**config.mk**
```make
export PLATFORM = sky130hd
export DESIGN_NAME = acs_sequencer
export DESIGN_NICKNAME = d
export VERILOG_FILES = /design/src/design/acs_pkg.sv /design/src/design/acs_sequencer.sv /design/src/design/acs_coef_mem.sv
export SDC_FILE = /design/constraint.sdc
export NUM_CORES = 2
export LEC_CHECK = 0
export BUFFER_PORTS_ARGS = -buffer_cell sky130_fd_sc_hd__buf_2
export CAP_MARGIN = 10
export CORE_MARGIN = 1.5
export CORE_UTILIZATION = 40
export DETAILED_ROUTE_END_ITERATION = 16
export GPL_ROUTABILITY_DRIVEN = 0
export HOLD_SLACK_MARGIN = 0.15
export PLACE_DENSITY = 0.53
export SLEW_MARGIN = 20
export SYNTH_ARGS = -nofsm -noshare
export SYNTH_HDL_FRONTEND = slang
export SYNTH_SLANG_ARGS = --single-unit
export TNS_END_PERCENT = 100
```
**constraint.sdc**
```tcl
create_clock -name mclk -period 7.1 [get_ports mclk]
set_clock_uncertainty 0.2 [all_clocks]
set_input_delay 1.42 -clock mclk [delete_from_list [all_inputs] [get_ports mclk]]
set_output_delay 1.42 -clock mclk [all_outputs]
set_load 0.03 [all_outputs]
```
**src/design/acs_pkg.sv**
```systemverilog
// constants shared by the channel sequencer and setup logic
package acs_pkg;
  localparam int ADDR_W = 6;
  localparam int DATA_W = 24;
  localparam int COEF_W = 24;
  localparam int NUM_CH = 16;
  localparam int NUM_SETUP = 8;
  // register offsets
  localparam logic [5:0] CTRL_ADDR = 6'h01;
  localparam logic [5:0] TALLY_ADDR = 6'h08;
  localparam logic [5:0] CHAN_BASE = 6'h09;
  localparam logic [5:0] CFG_BASE = 6'h19;
  localparam logic [5:0] OFFS_BASE = 6'h29;
  localparam logic [5:0] GAIN_BASE = 6'h31;
  // reset values
  localparam logic [15:0] CTRL_RESET = 16'h0000;
  localparam logic [7:0] TALLY_RESET = 8'h00;
  localparam logic [15:0] CHAN_RESET = 16'h0001;
  localparam logic [15:0] CFG_RESET = 16'h0860;
  localparam logic [23:0] OFFS_RESET = 24'h800000;
  localparam logic [23:0] GAIN_RESET = 24'h500000;
  // channel register fields
  localparam int CH_EN_BIT = 15;
  localparam int CH_SETUP_LSB = 12;
  localparam int CH_POS_LSB = 5;
  localparam int CH_NEG_LSB = 0;
  localparam logic [15:0] CH_WMASK = 16'hF3FF;
  // configuration register fields
  localparam int CFG_BUFP_BIT = 6;
  localparam int CFG_BUFM_BIT = 5;
  localparam int CFG_GAIN_LSB = 0;
  localparam logic [15:0] CFG_WMASK = 16'h0FFF;
  // control register mode field and unity gain code
  localparam int CTRL_MODE_LSB = 2;
  localparam logic [3:0] MODE_CONT = 4'h0;
  localparam logic [3:0] MODE_IDLE = 4'h4;
  localparam logic [3:0] MODE_INT_ZERO = 4'h5;
  localparam logic [3:0] MODE_INT_FULL = 4'h6;
  localparam logic [3:0] MODE_SYS_ZERO = 4'h7;
  localparam logic [3:0] MODE_SYS_FULL = 4'h8;
  localparam logic [2:0] GAIN_UNITY = 3'h0;
  // read pipeline depth in cycles
  localparam int READ_LATENCY = 2;
endpackage

```
**src/design/acs_sequencer.sv**
```systemverilog
// channel sequencer, setup selection and register file of the converter control
`timescale 1ns/1ps
`default_nettype none
module acs_sequencer (
  input wire logic mclk,
  input wire logic rst_n,
  input wire logic [5:0] reg_addr,
  input wire logic reg_wr,
  input wire logic [23:0] reg_wdata,
  input wire logic reg_rd,
  output logic [23:0] reg_rdata,
  output logic reg_rvalid,
  input wire logic conv_done,
  input wire logic cal_done,
  input wire logic [23:0] cal_result,
  output logic converting,
  output logic [3:0] active_channel,
  output logic [4:0] positive_input_select,
  output logic [4:0] negative_input_select,
  output logic [2:0] active_setup,
  output logic [2:0] gain_select,
  output logic positive_buffer_on,
  output logic negative_buffer_on,
  output logic gain_stage_on,
  output logic [23:0] offset_coef,
  output logic [23:0] gain_coef
);
  logic [15:0] ctrl_q;
  logic [7:0] tally_q;
  logic [15:0] chan_q [16];
  logic [15:0] cfg_q [8];
  logic [3:0] cur_q;
  logic [3:0] cur_d;
  logic run_q;
  logic [3:0] mode;
  logic run_now;
  logic cal_zero;
  logic cal_full;
  logic [15:0] en_vec;
  logic any_en;
  logic [2:0] cur_setup;
  logic [15:0] cur_cfg;
  logic [2:0] cur_gain;
  logic offs_we;
  logic gain_we;
  logic [2:0] coef_waddr;
  logic [23:0] coef_wdata;
  logic [2:0] bus_setup;
  logic [23:0] offs_rd_a;
  logic [23:0] gain_rd_a;
  logic [23:0] rd_stage_q;
  logic [1:0] rd_sel_q;
  logic rd_stage_v_q;

  assign mode = ctrl_q[acs_pkg::CTRL_MODE_LSB +: 4];
  assign run_now = (mode == acs_pkg::MODE_CONT);
  assign cal_zero = (mode == acs_pkg::MODE_INT_ZERO) || (mode == acs_pkg::MODE_SYS_ZERO);
  assign cal_full = (mode == acs_pkg::MODE_INT_FULL) || (mode == acs_pkg::MODE_SYS_FULL);
  assign cur_setup = chan_q[cur_q][acs_pkg::CH_SETUP_LSB +: 3];
  assign cur_cfg = cfg_q[cur_setup];
  assign cur_gain = cur_cfg[acs_pkg::CFG_GAIN_LSB +: 3];
  assign bus_setup = reg_addr[2:0] - acs_pkg::OFFS_BASE[2:0];

  always_comb begin
    for (int i = 0; i < 16; i++) begin
      en_vec[i] = chan_q[i][acs_pkg::CH_EN_BIT];
    end
  end
  assign any_en = |en_vec;

  // next enabled channel above current, wrapping, itself if alone
  always_comb begin
    logic found;
    logic [3:0] idx;
    found = 1'b0;
    idx = 4'h0;
    cur_d = cur_q;
    for (int i = 1; i <= 16; i++) begin
      idx = 4'(cur_q + 4'(i));
      if (!found && en_vec[idx]) begin
        cur_d = idx;
        found = 1'b1;
      end
    end
  end

  // step on each finished conversion, restart at lowest enabled
  always_ff @(posedge mclk) begin
    if (!rst_n) begin
      cur_q <= 4'h0;
      run_q <= 1'b0;
    end else begin
      run_q <= run_now && any_en;
      if (run_now && any_en && (!run_q || !en_vec[cur_q])) begin
        cur_q <= 4'h0;
        for (int i = 15; i >= 0; i--) begin
          if (en_vec[i]) begin
            cur_q <= 4'(i);
          end
        end
      end else if (run_q && conv_done) begin
        cur_q <= cur_d;
      end
    end
  end

  // control register; a finished calibration returns the mode to idle
  always_ff @(posedge mclk) begin
    if (!rst_n) begin
      ctrl_q <= acs_pkg::CTRL_RESET;
    end else if (cal_done && (cal_zero || cal_full)) begin
      ctrl_q[acs_pkg::CTRL_MODE_LSB +: 4] <= acs_pkg::MODE_IDLE;
    end else if (reg_wr && reg_addr == acs_pkg::CTRL_ADDR) begin
      ctrl_q <= reg_wdata[15:0];
    end
  end

  always_ff @(posedge mclk) begin
    if (!rst_n) begin
      tally_q <= acs_pkg::TALLY_RESET;
    end else begin
      tally_q <= tally_q + 8'h01;
    end
  end

  always_ff @(posedge mclk) begin
    if (!rst_n) begin
      for (int i = 0; i < 16; i++) begin
        chan_q[i] <= acs_pkg::CHAN_RESET;
      end
    end else if (reg_wr && reg_addr >= acs_pkg::CHAN_BASE && reg_addr < acs_pkg::CFG_BASE) begin
      chan_q[4'(reg_addr - acs_pkg::CHAN_BASE)] <= reg_wdata[15:0] & acs_pkg::CH_WMASK;
    end
  end

  always_ff @(posedge mclk) begin
    if (!rst_n) begin
      for (int i = 0; i < 8; i++) begin
        cfg_q[i] <= acs_pkg::CFG_RESET;
      end
    end else if (reg_wr && reg_addr >= acs_pkg::CFG_BASE && reg_addr < 6'(acs_pkg::CFG_BASE + 6'h08)) begin
      cfg_q[3'(reg_addr - acs_pkg::CFG_BASE)] <= reg_wdata[15:0] & acs_pkg::CFG_WMASK;
    end
  end

  // calibration result wins over a software write
  always_comb begin
    offs_we = 1'b0;
    gain_we = 1'b0;
    coef_waddr = bus_setup;
    coef_wdata = reg_wdata;
    if (cal_done && (cal_zero || cal_full)) begin
      offs_we = cal_zero;
      gain_we = cal_full;
      coef_waddr = cur_setup;
      coef_wdata = cal_result;
    end else if (reg_wr) begin
      offs_we = reg_addr >= acs_pkg::OFFS_BASE && reg_addr < acs_pkg::GAIN_BASE;
      gain_we = reg_addr >= acs_pkg::GAIN_BASE && reg_addr < 6'(acs_pkg::GAIN_BASE + 6'h08);
    end
  end

  acs_coef_mem #(.RESET_VALUE(acs_pkg::OFFS_RESET)) u_offs (
    .mclk(mclk),
    .rst_n(rst_n),
    .wr_en(offs_we),
    .wr_addr(coef_waddr),
    .wr_data(coef_wdata),
    .rd_addr_a(bus_setup),
    .rd_data_a(offs_rd_a),
    .rd_addr_b(cur_setup),
    .rd_data_b(offset_coef)
  );

  acs_coef_mem #(.RESET_VALUE(acs_pkg::GAIN_RESET)) u_gain (
    .mclk(mclk),
    .rst_n(rst_n),
    .wr_en(gain_we),
    .wr_addr(coef_waddr),
    .wr_data(coef_wdata),
    .rd_addr_a(bus_setup),
    .rd_data_a(gain_rd_a),
    .rd_addr_b(cur_setup),
    .rd_data_b(gain_coef)
  );

  // routing and front-end controls of the active channel
  always_ff @(posedge mclk) begin
    if (!rst_n) begin
      converting <= 1'b0;
      active_channel <= 4'h0;
      positive_input_select <= 5'h00;
      negative_input_select <= 5'h00;
      active_setup <= 3'h0;
      gain_select <= 3'h0;
      positive_buffer_on <= 1'b0;
      negative_buffer_on <= 1'b0;
      gain_stage_on <= 1'b0;
    end else begin
      converting <= run_q;
      active_channel <= cur_q;
      positive_input_select <= chan_q[cur_q][acs_pkg::CH_POS_LSB +: 5];
      negative_input_select <= chan_q[cur_q][acs_pkg::CH_NEG_LSB +: 5];
      active_setup <= cur_setup;
      gain_select <= cur_gain;
      positive_buffer_on <= cur_cfg[acs_pkg::CFG_BUFP_BIT] || (cur_gain != acs_pkg::GAIN_UNITY);
      negative_buffer_on <= cur_cfg[acs_pkg::CFG_BUFM_BIT] || (cur_gain != acs_pkg::GAIN_UNITY);
      gain_stage_on <= (cur_gain != acs_pkg::GAIN_UNITY);
    end
  end

  // register read, two cycles, unmapped reads give zero
  always_ff @(posedge mclk) begin
    if (!rst_n) begin
      rd_stage_q <= 24'h000000;
      rd_sel_q <= 2'h0;
      rd_stage_v_q <= 1'b0;
      reg_rdata <= 24'h000000;
      reg_rvalid <= 1'b0;
    end else begin
      rd_stage_v_q <= reg_rd;
      rd_sel_q <= 2'h0;
      rd_stage_q <= 24'h000000;
      if (reg_addr == acs_pkg::CTRL_ADDR) begin
        rd_stage_q <= {8'h00, ctrl_q};
      end else if (reg_addr == acs_pkg::TALLY_ADDR) begin
        rd_stage_q <= {16'h0000, tally_q};
      end else if (reg_addr >= acs_pkg::CHAN_BASE && reg_addr < acs_pkg::CFG_BASE) begin
        rd_stage_q <= {8'h00, chan_q[4'(reg_addr - acs_pkg::CHAN_BASE)]};
      end else if (reg_addr >= acs_pkg::CFG_BASE && reg_addr < acs_pkg::OFFS_BASE - 6'h08) begin
        rd_stage_q <= {8'h00, cfg_q[3'(reg_addr - acs_pkg::CFG_BASE)]};
      end else if (reg_addr >= acs_pkg::OFFS_BASE && reg_addr < acs_pkg::GAIN_BASE) begin
        rd_sel_q <= 2'h1;
      end else if (reg_addr >= acs_pkg::GAIN_BASE && reg_addr < 6'(acs_pkg::GAIN_BASE + 6'h08)) begin
        rd_sel_q <= 2'h2;
      end
      reg_rvalid <= rd_stage_v_q;
      case (rd_sel_q)
        2'h1: reg_rdata <= offs_rd_a;
        2'h2: reg_rdata <= gain_rd_a;
        default: reg_rdata <= rd_stage_q;
      endcase
    end
  end

  // checks
  // free buffer choice at unity gain
  unity_buffers_a: assert property (@(posedge mclk) disable iff (!rst_n)
    $past(rst_n) && ($past(cur_gain) == acs_pkg::GAIN_UNITY) |->
      positive_buffer_on == $past(cur_cfg[acs_pkg::CFG_BUFP_BIT])
      && negative_buffer_on == $past(cur_cfg[acs_pkg::CFG_BUFM_BIT]))
    else $error("buffer enables do not follow setup at unity gain");
  forced_buffers_a: assert property (@(posedge mclk) disable iff (!rst_n)
    (gain_select != 3'h0) |-> (positive_buffer_on && negative_buffer_on))
    else $error("buffers not forced on above unity gain");
  stage_bypass_a: assert property (@(posedge mclk) disable iff (!rst_n)
    gain_stage_on == (gain_select != 3'h0))
    else $error("gain stage state does not follow gain");
  tally_step_a: assert property (@(posedge mclk) disable iff (!rst_n)
    $past(rst_n) |-> tally_q == 8'($past(tally_q) + 8'h01))
    else $error("master clock tally did not advance");
  only_enabled_a: assert property (@(posedge mclk) disable iff (!rst_n)
    run_q && $stable(en_vec) && $past(run_q) |-> en_vec[cur_q])
    else $error("sequencer sits on a disabled channel");
  seq_step_a: assert property (@(posedge mclk) disable iff (!rst_n)
    run_q && conv_done && en_vec[cur_q] && run_now && any_en |=> cur_q == $past(cur_d))
    else $error("sequencer did not step to next enabled channel");
  single_repeat_a: assert property (@(posedge mclk) disable iff (!rst_n)
    run_q && conv_done && run_now && $onehot(en_vec) && en_vec[cur_q] |=> $stable(cur_q))
    else $error("single enabled channel was left");
  route_follow_a: assert property (@(posedge mclk) disable iff (!rst_n)
    $past(rst_n) |-> positive_input_select == $past(chan_q[cur_q][9:5])
      && negative_input_select == $past(chan_q[cur_q][4:0]))
    else $error("input routing does not follow the active channel");
  cal_write_a: assert property (@(posedge mclk) disable iff (!rst_n)
    cal_done && cal_zero |-> offs_we && !gain_we && coef_waddr == cur_setup)
    else $error("zero-scale result not written to active setup offset");
  setup_pick_a: assert property (@(posedge mclk) disable iff (!rst_n)
    $past(rst_n) |-> active_setup == $past(chan_q[cur_q][14:12]))
    else $error("active setup does not follow channel setup field");
  offs_reset_a: assert property (@(posedge mclk)
    $past(!rst_n) && !rst_n |=> offset_coef == 24'h800000)
    else $error("offset coefficient did not reset to midscale");
  // read latency
  read_lat_a: assert property (@(posedge mclk) disable iff (!rst_n)
    reg_rd |-> ##2 reg_rvalid)
    else $error("read answer not two cycles after request");

  wrap_seen_c: cover property (@(posedge mclk) disable iff (!rst_n)
    run_q && conv_done && (cur_d < cur_q));
  cal_seen_c: cover property (@(posedge mclk) disable iff (!rst_n)
    cal_done && cal_full);
  gain_up_c: cover property (@(posedge mclk) disable iff (!rst_n)
    gain_stage_on && !cur_cfg[acs_pkg::CFG_BUFP_BIT]);
endmodule
`default_nettype wire

```
**src/design/acs_coef_mem.sv**
```systemverilog
// per-setup coefficient store, one write port and two registered read ports
`timescale 1ns/1ps
`default_nettype none
module acs_coef_mem #(
  parameter logic [23:0] RESET_VALUE = 24'h000000
) (
  input wire logic mclk,
  input wire logic rst_n,
  input wire logic wr_en,
  input wire logic [2:0] wr_addr,
  input wire logic [23:0] wr_data,
  input wire logic [2:0] rd_addr_a,
  output logic [23:0] rd_data_a,
  input wire logic [2:0] rd_addr_b,
  output logic [23:0] rd_data_b
);
  logic [23:0] mem_q [8];

  // storage with reset to the preset value
  always_ff @(posedge mclk) begin
    if (!rst_n) begin
      for (int i = 0; i < 8; i++) begin
        mem_q[i] <= RESET_VALUE;
      end
    end else if (wr_en) begin
      mem_q[wr_addr] <= wr_data;
    end
  end

  always_ff @(posedge mclk) begin
    if (!rst_n) begin
      rd_data_a <= RESET_VALUE;
      rd_data_b <= RESET_VALUE;
    end else begin
      rd_data_a <= mem_q[rd_addr_a];
      rd_data_b <= mem_q[rd_addr_b];
    end
  end
endmodule
`default_nettype wire

```
# After elaboration in Yosys (flattened, before gate mapping)
# Memories as Yosys holds them, arrays and structs flattened. A register that Yosys moved wholly into a read port is not among the register bits.
# Cells that the tools add are included.
# totals
ff_bits,105
ramBits,704
input_bits,60
word_cells,274
memories,4
# memory_table
memory,depth,word_bits,read_ports,rd_clocked_by_memory_dff,write_ports,line_no,text
chan_q,16,14,18,1,16,acs_sequencer.sv:30,logic [15:0] chan_q [16];
u_gain.mem_q,8,24,2,2,8,acs_coef_mem.sv:17,logic [23:0] mem_q [8];
u_offs.mem_q,8,24,2,2,8,acs_coef_mem.sv:17,
cfg_q,8,12,2,0,8,acs_sequencer.sv:31,logic [15:0] cfg_q [8];
# classes
n_addsub,19
magnitude_cmp,24
n_eq_ne,9
mux,123
n_bitwise,2
n_reduce_logical,71
# op_table
op,n
$mux 4,37
$lt 4x5->1 const B,16
$mux 24,3
$bmux 1 s4,16
$mux 16,4
$mux 1,53
$pmux 24 s2,1
$reduce_or 24->1,2
$add 4x4->4 const B,8
$logic_and 1x1->1,28
$logic_not 1->1,21
$lt 6x6->1 const B,3
$add 4x3->4 const B,4
$reduce_bool 16->1,1
$reduce_or 16->1,1
$mux 3,5
$mux 14,1
$reduce_or 14->1,1
$eq 4x3->1 const B,3
$ge 6x6->1 const B,2
$mux 12,1
$reduce_or 12->1,1
$add 4x2->4 const B,2
$add 8x1->8 const B,1
25 further kinds,33

# Depth between registers and ports, before layout
# logic_depth
depth_word,53
ltp_mapped,17

# Hierarchy
# From an unflattened synthesis, not the netlist that was laid out.
# hier_totals
hier_cells,3538
area_unflattened_um2,46166.8
# modules_own_cells
module,n_inst,cells_per_inst,area_per_inst_um2,seq_area_each_um2
acs_sequencer,1,1958,23331.1,11631.2
acs_coef_mem at u_offs,1,787,11446.0,6726.5
acs_coef_mem at u_gain,1,793,11389.7,6726.5

# Least setup slack after synthesis
# Ideal clock, no wire load.
# synth_path
kind,input-to-reg
start,in reg_addr[0]
end,mem cfg_q[6][0] in the netlist's numbering (enable)
setup_time_ps,398
t_arrival_ps,5536
slack_ps,967
cell_stages,11
n_path_buf,6
cell_sequence,clkbuf_1 > buf_1 > inv_2 > ha_1 > inv_2 > buf_1 > buf_1 > clkbuf_1 > nand2_1 > clkbuf_1 > o21ai_0
# synth_rtl
item,line_no,text
from (decl),acs_sequencer.sv:7,"input wire logic [5:0] reg_addr,"
to (decl),acs_sequencer.sv:31,

# Worst setup path after layout
# layout_path
start,reg cur_q[0]
end,reg cur_q[2]
# layout_between
elab_chain_len,50
word_cells_on_any_way,117
classes_between,15 x add/sub; 1 x eq/ne; 65 x mux; 36 x reduce/logical
# layout_lines
item,line_no,text
from (decl),acs_sequencer.sv:32,logic [3:0] cur_q;
from (signal assigned),acs_sequencer.sv:98,cur_q <= 4'(i);
from (signal assigned),acs_sequencer.sv:102,cur_q <= cur_d;
$add 4x1->4,acs_sequencer.sv:79,idx = 4'(cur_q + 4'(i));
$bmux 1 s4,acs_sequencer.sv:80,if (!found && en_vec[idx]) begin
$mux 1 (implied by the code),acs_sequencer.sv:80,
$mux 1,acs_sequencer.sv:80,
$logic_not 1->1,acs_sequencer.sv:80,
$logic_and 1x1->1,acs_sequencer.sv:80,
$mux 1,acs_sequencer.sv:80,
$logic_not 1->1,acs_sequencer.sv:80,
(+34 left out),--,
$mux 1,acs_sequencer.sv:80,
$logic_not 1->1,acs_sequencer.sv:80,
$logic_and 1x1->1,acs_sequencer.sv:80,
$mux 1,acs_sequencer.sv:80,
$logic_not 1->1,acs_sequencer.sv:80,
$logic_and 1x1->1,acs_sequencer.sv:80,
$ne 2x1->1 (no source line),--,
$reduce_and 3->1 (no source line),--,
# Parallel ways exist; a longest one is shown, timed or not. The select of a mux whose other input is x is not followed.
# A chain may end at the register's enable or synchronous reset.

==> metrics.md <==
| Metric | Value |
|---|---|
| Final wirelength | 147 mm |
| Worst-Margin Slew | 1.16 ns |
| Crit start category | flop |
| Routed len/inst | 30.3 microns |
| Yosys reg bits | 901 |
| Deepest clock path buffer count | 3 |
| DR DRC count | 0 |
| Root Driver | clkbuf_16 |
| Antenna violations before repair | 9 |
| Global-route wire length before repair | between 200 and 250 mm |
| Ranking of synthesized cells by area | edfxtp_1, mux4_2, dfxtp_1 |
| Hold Buf Count CTS | 0 |
| Drt initial violations | 3488 |
| # clock sinks | 901 |
| CTS H-Tree Depth | 3 |
| Post-CTS setup buffers | 0 |
| Ys async rst share | 0 |
| Mapped Cells | 3246 |
| Clock Latency Late Sink | 0.69 ns |
| Global route total overflow | 0 |
| Placed inst area | 46400 sq um |
| Maxcap violations | 0 |
| TNS Setup | 0 ns |
| Worst Path Required | roughly 7.5 ns |
| Row cnt | ~120 |
| RSZ-0062 raised after global routing | false |
| Post-synth top area share | 0.482 |
| Die W | 334 microns |
| Lkg Pwr | 0.0178 uW |
| Post-DRT Antenna Nets | 0 |
| Total GRT Usage | 0.261 |
| Final nets | 3414 |
| Final Max Slew Viols | 0 |
| Final setup fails | 0 |
| Status | completed |
| Final hold violations | 0 |
| Reg2reg path depth | 11 |
| Yosys cell types | just over 70 |
| Total number of yosys warnings | 0 |
| Tmin final | 5.67 ns |
| CP Capture Type | flop |
| P per Cell Area | 290 nW/um^2 |
| Worst hold path depth | 1 |
| WP data arrival | 6.04 ns |
| Starting Density | 0.403 |
| Prevailing post-synth register cell | edfxtp_1 |
| Count leader, synth | edfxtp_1 |
| Fraction of layout cells with a size suffix above 1 | 0.242 |
| Synth-to-layout area growth | 13.9% |
| Vias in the first global route | 29371 |
| Die H | 334 microns |
| Core footprint | 109000 sq um |
| Fmax | between 150 and 200 MHz |
| IO Port Bufs | 156 |
| Post-CTS sizing | 0 |
| Fin crit share | 0.799 |
| Detail Placement HPWL | 96.1 mm |
| Largest net degree at the start of global routing | 97 |
| Peak VDD IR | 0.000176 V |
| Die Footprint | 112000 sq um |
| Final Cell Area | between 40000 and 50000 sq um |
| Post-synthesis cell area | 43900 sq um |
| CTS tree | done |
| Avg Cell Area, Syn | approximately 14 sq um |
| Max FO, Critical Path | 21 |
| Total CTS buffers | 100 |
| Net count after synthesis | 3322 |
| Filler instances | 9511 |
| DR vias | around 30000 |
| Ports | ~160 |
| Post-synth top area cell | edfxtp_1 |
| Hold Crit Class | flop to flop |
| Count of flip-flops with a built-in enable after synthesis | roughly 700 |
| Crit path kind | flop to flop |
| Relative slew slack | 0.225 |
| DRT Pass-1 Iters | 6 |
| Synth top cells by count | edfxtp_1, nor2_1, mux4_2 |
| Clock Pin Slew Worst Setup and Hold Paths | 0.06 ns |
| Share of the yosys chip area belonging to registers | 0.572 |
| DR vias/cell | 6.14 |
-- through the flow --
step	hold slack, ns	setup WS (ns)	util	power (uW)	instances
finish	0.234	1.43	0.459	14500	4841
global placement	0.216	1.27	0.426	8910	4648
floorplan	0.212	0.967	-	8040	3246
detailed placement	0.230	1.51	0.426	8940	4650
global route	0.271	1.14	0.459	14900	4837
CTS	0.242	1.50	0.459	14600	4837
-- worst max-delay path: stages (launching register included) --
cell and delay, ns:
dfxtp_1 0.96, inv_2 0.32, ha_1 0.91, mux2_2 0.42
mux4_2 0.51, mux2_2 0.32, or3_1 0.54, nor4_4 0.56
and2_1 0.25, a211oi_1 0.13, a22o_1 0.23, a41o_1 0.20
-- where the power goes --
| group | switching [uW] | internal (uW) | total (uW) | leakage (uW) |
|---|---|---|---|---|
| clock network | 2230 | 3430 | 5660 | 0.00175 |
| registers | 251 | 6030 | 6280 | 0.00842 |
| logic | 1540 | 1030 | 2570 | 0.00762 |
-- routing by layer --
| metal | vias up | part of all wire | GRT usage | wire length (microns) |
|---|---|---|---|---|
| met5 | - | 0.00018 | 0 | 27 |
| met4 | 4 | 0.025 | 0.0739 | 3640 |
| met3 | 216 | 0.095 | 0.0475 | 13900 |
| met2 | 1674 | 0.46 | 0.410 | 67700 |
| met1 | 15420 | 0.42 | 0.371 | 61400 |
| li1 | 12415 | - | - | - |
-- logic make-up (layout without fill, tap and decap cells) --
family                     after synthesis  after routing  share of synthesized area
muxes                                  512            512                      0.214
AOI/OAI and AO/OA                      347            347                     0.0535
and+or+nand+nor                       1143           1143                      0.125
adders and majority gates               16             16                    0.00456
xor gates and xnor gates                21             21                    0.00419
DFF                                    901            901                      0.572
buffers and inverters                  306            483                     0.0272
other                                    0              4                          0
-- state kept, by name, summed over array words and instances, names as in the netlist, 8 cells and up, named ones only --
name and flops:
cfg_q 96, u_gain.rd_data_b 24, ctrl_q 16, chan_q 224, reg_rdata 24, rd_stage_q 16
u_offs.rd_data_b 24, u_gain.rd_data_a 24, u_gain.mem_q 192, tally_q 8, u_offs.rd_data_a 24, u_offs.mem_q 192
-- worst paths after layout --
check        slack, ns    endpoint          from
max               1.43    cur_q[2]      cur_q[0]
min               0.23  reg_rvalid  rd_stage_v_q
max reg2reg       1.43    cur_q[2]      cur_q[0]
min reg2reg       0.23  reg_rvalid  rd_stage_v_q
-- final cells by class --
class                      instances  area (sq um)  area share
antenna                            4          10.0    0.000200
clock buffer                     133          2880      0.0577
clock inverter                    54           694      0.0139
inverter                          23          93.8     0.00188
multi-input combinational       2039         17700       0.354
sequential                       901         25100       0.502
tap                             1414          1770      0.0354
timing repair buffer             273          1730      0.0346
-- layout by cell type, fill, tap and decap left out, drive strengths merged, types with 61 or more instances in the layout --
cell,Yosys,routed
a21oi,81,81
and2,300,300
buf,63,273
clkbuf,220,133
dfxtp,197,197
edfxtp,704,704
mux2i,148,148
mux4,338,338
nand2,139,139
nor2,521,521
o21ai,61,61
(Power assumes the default switching activity.)
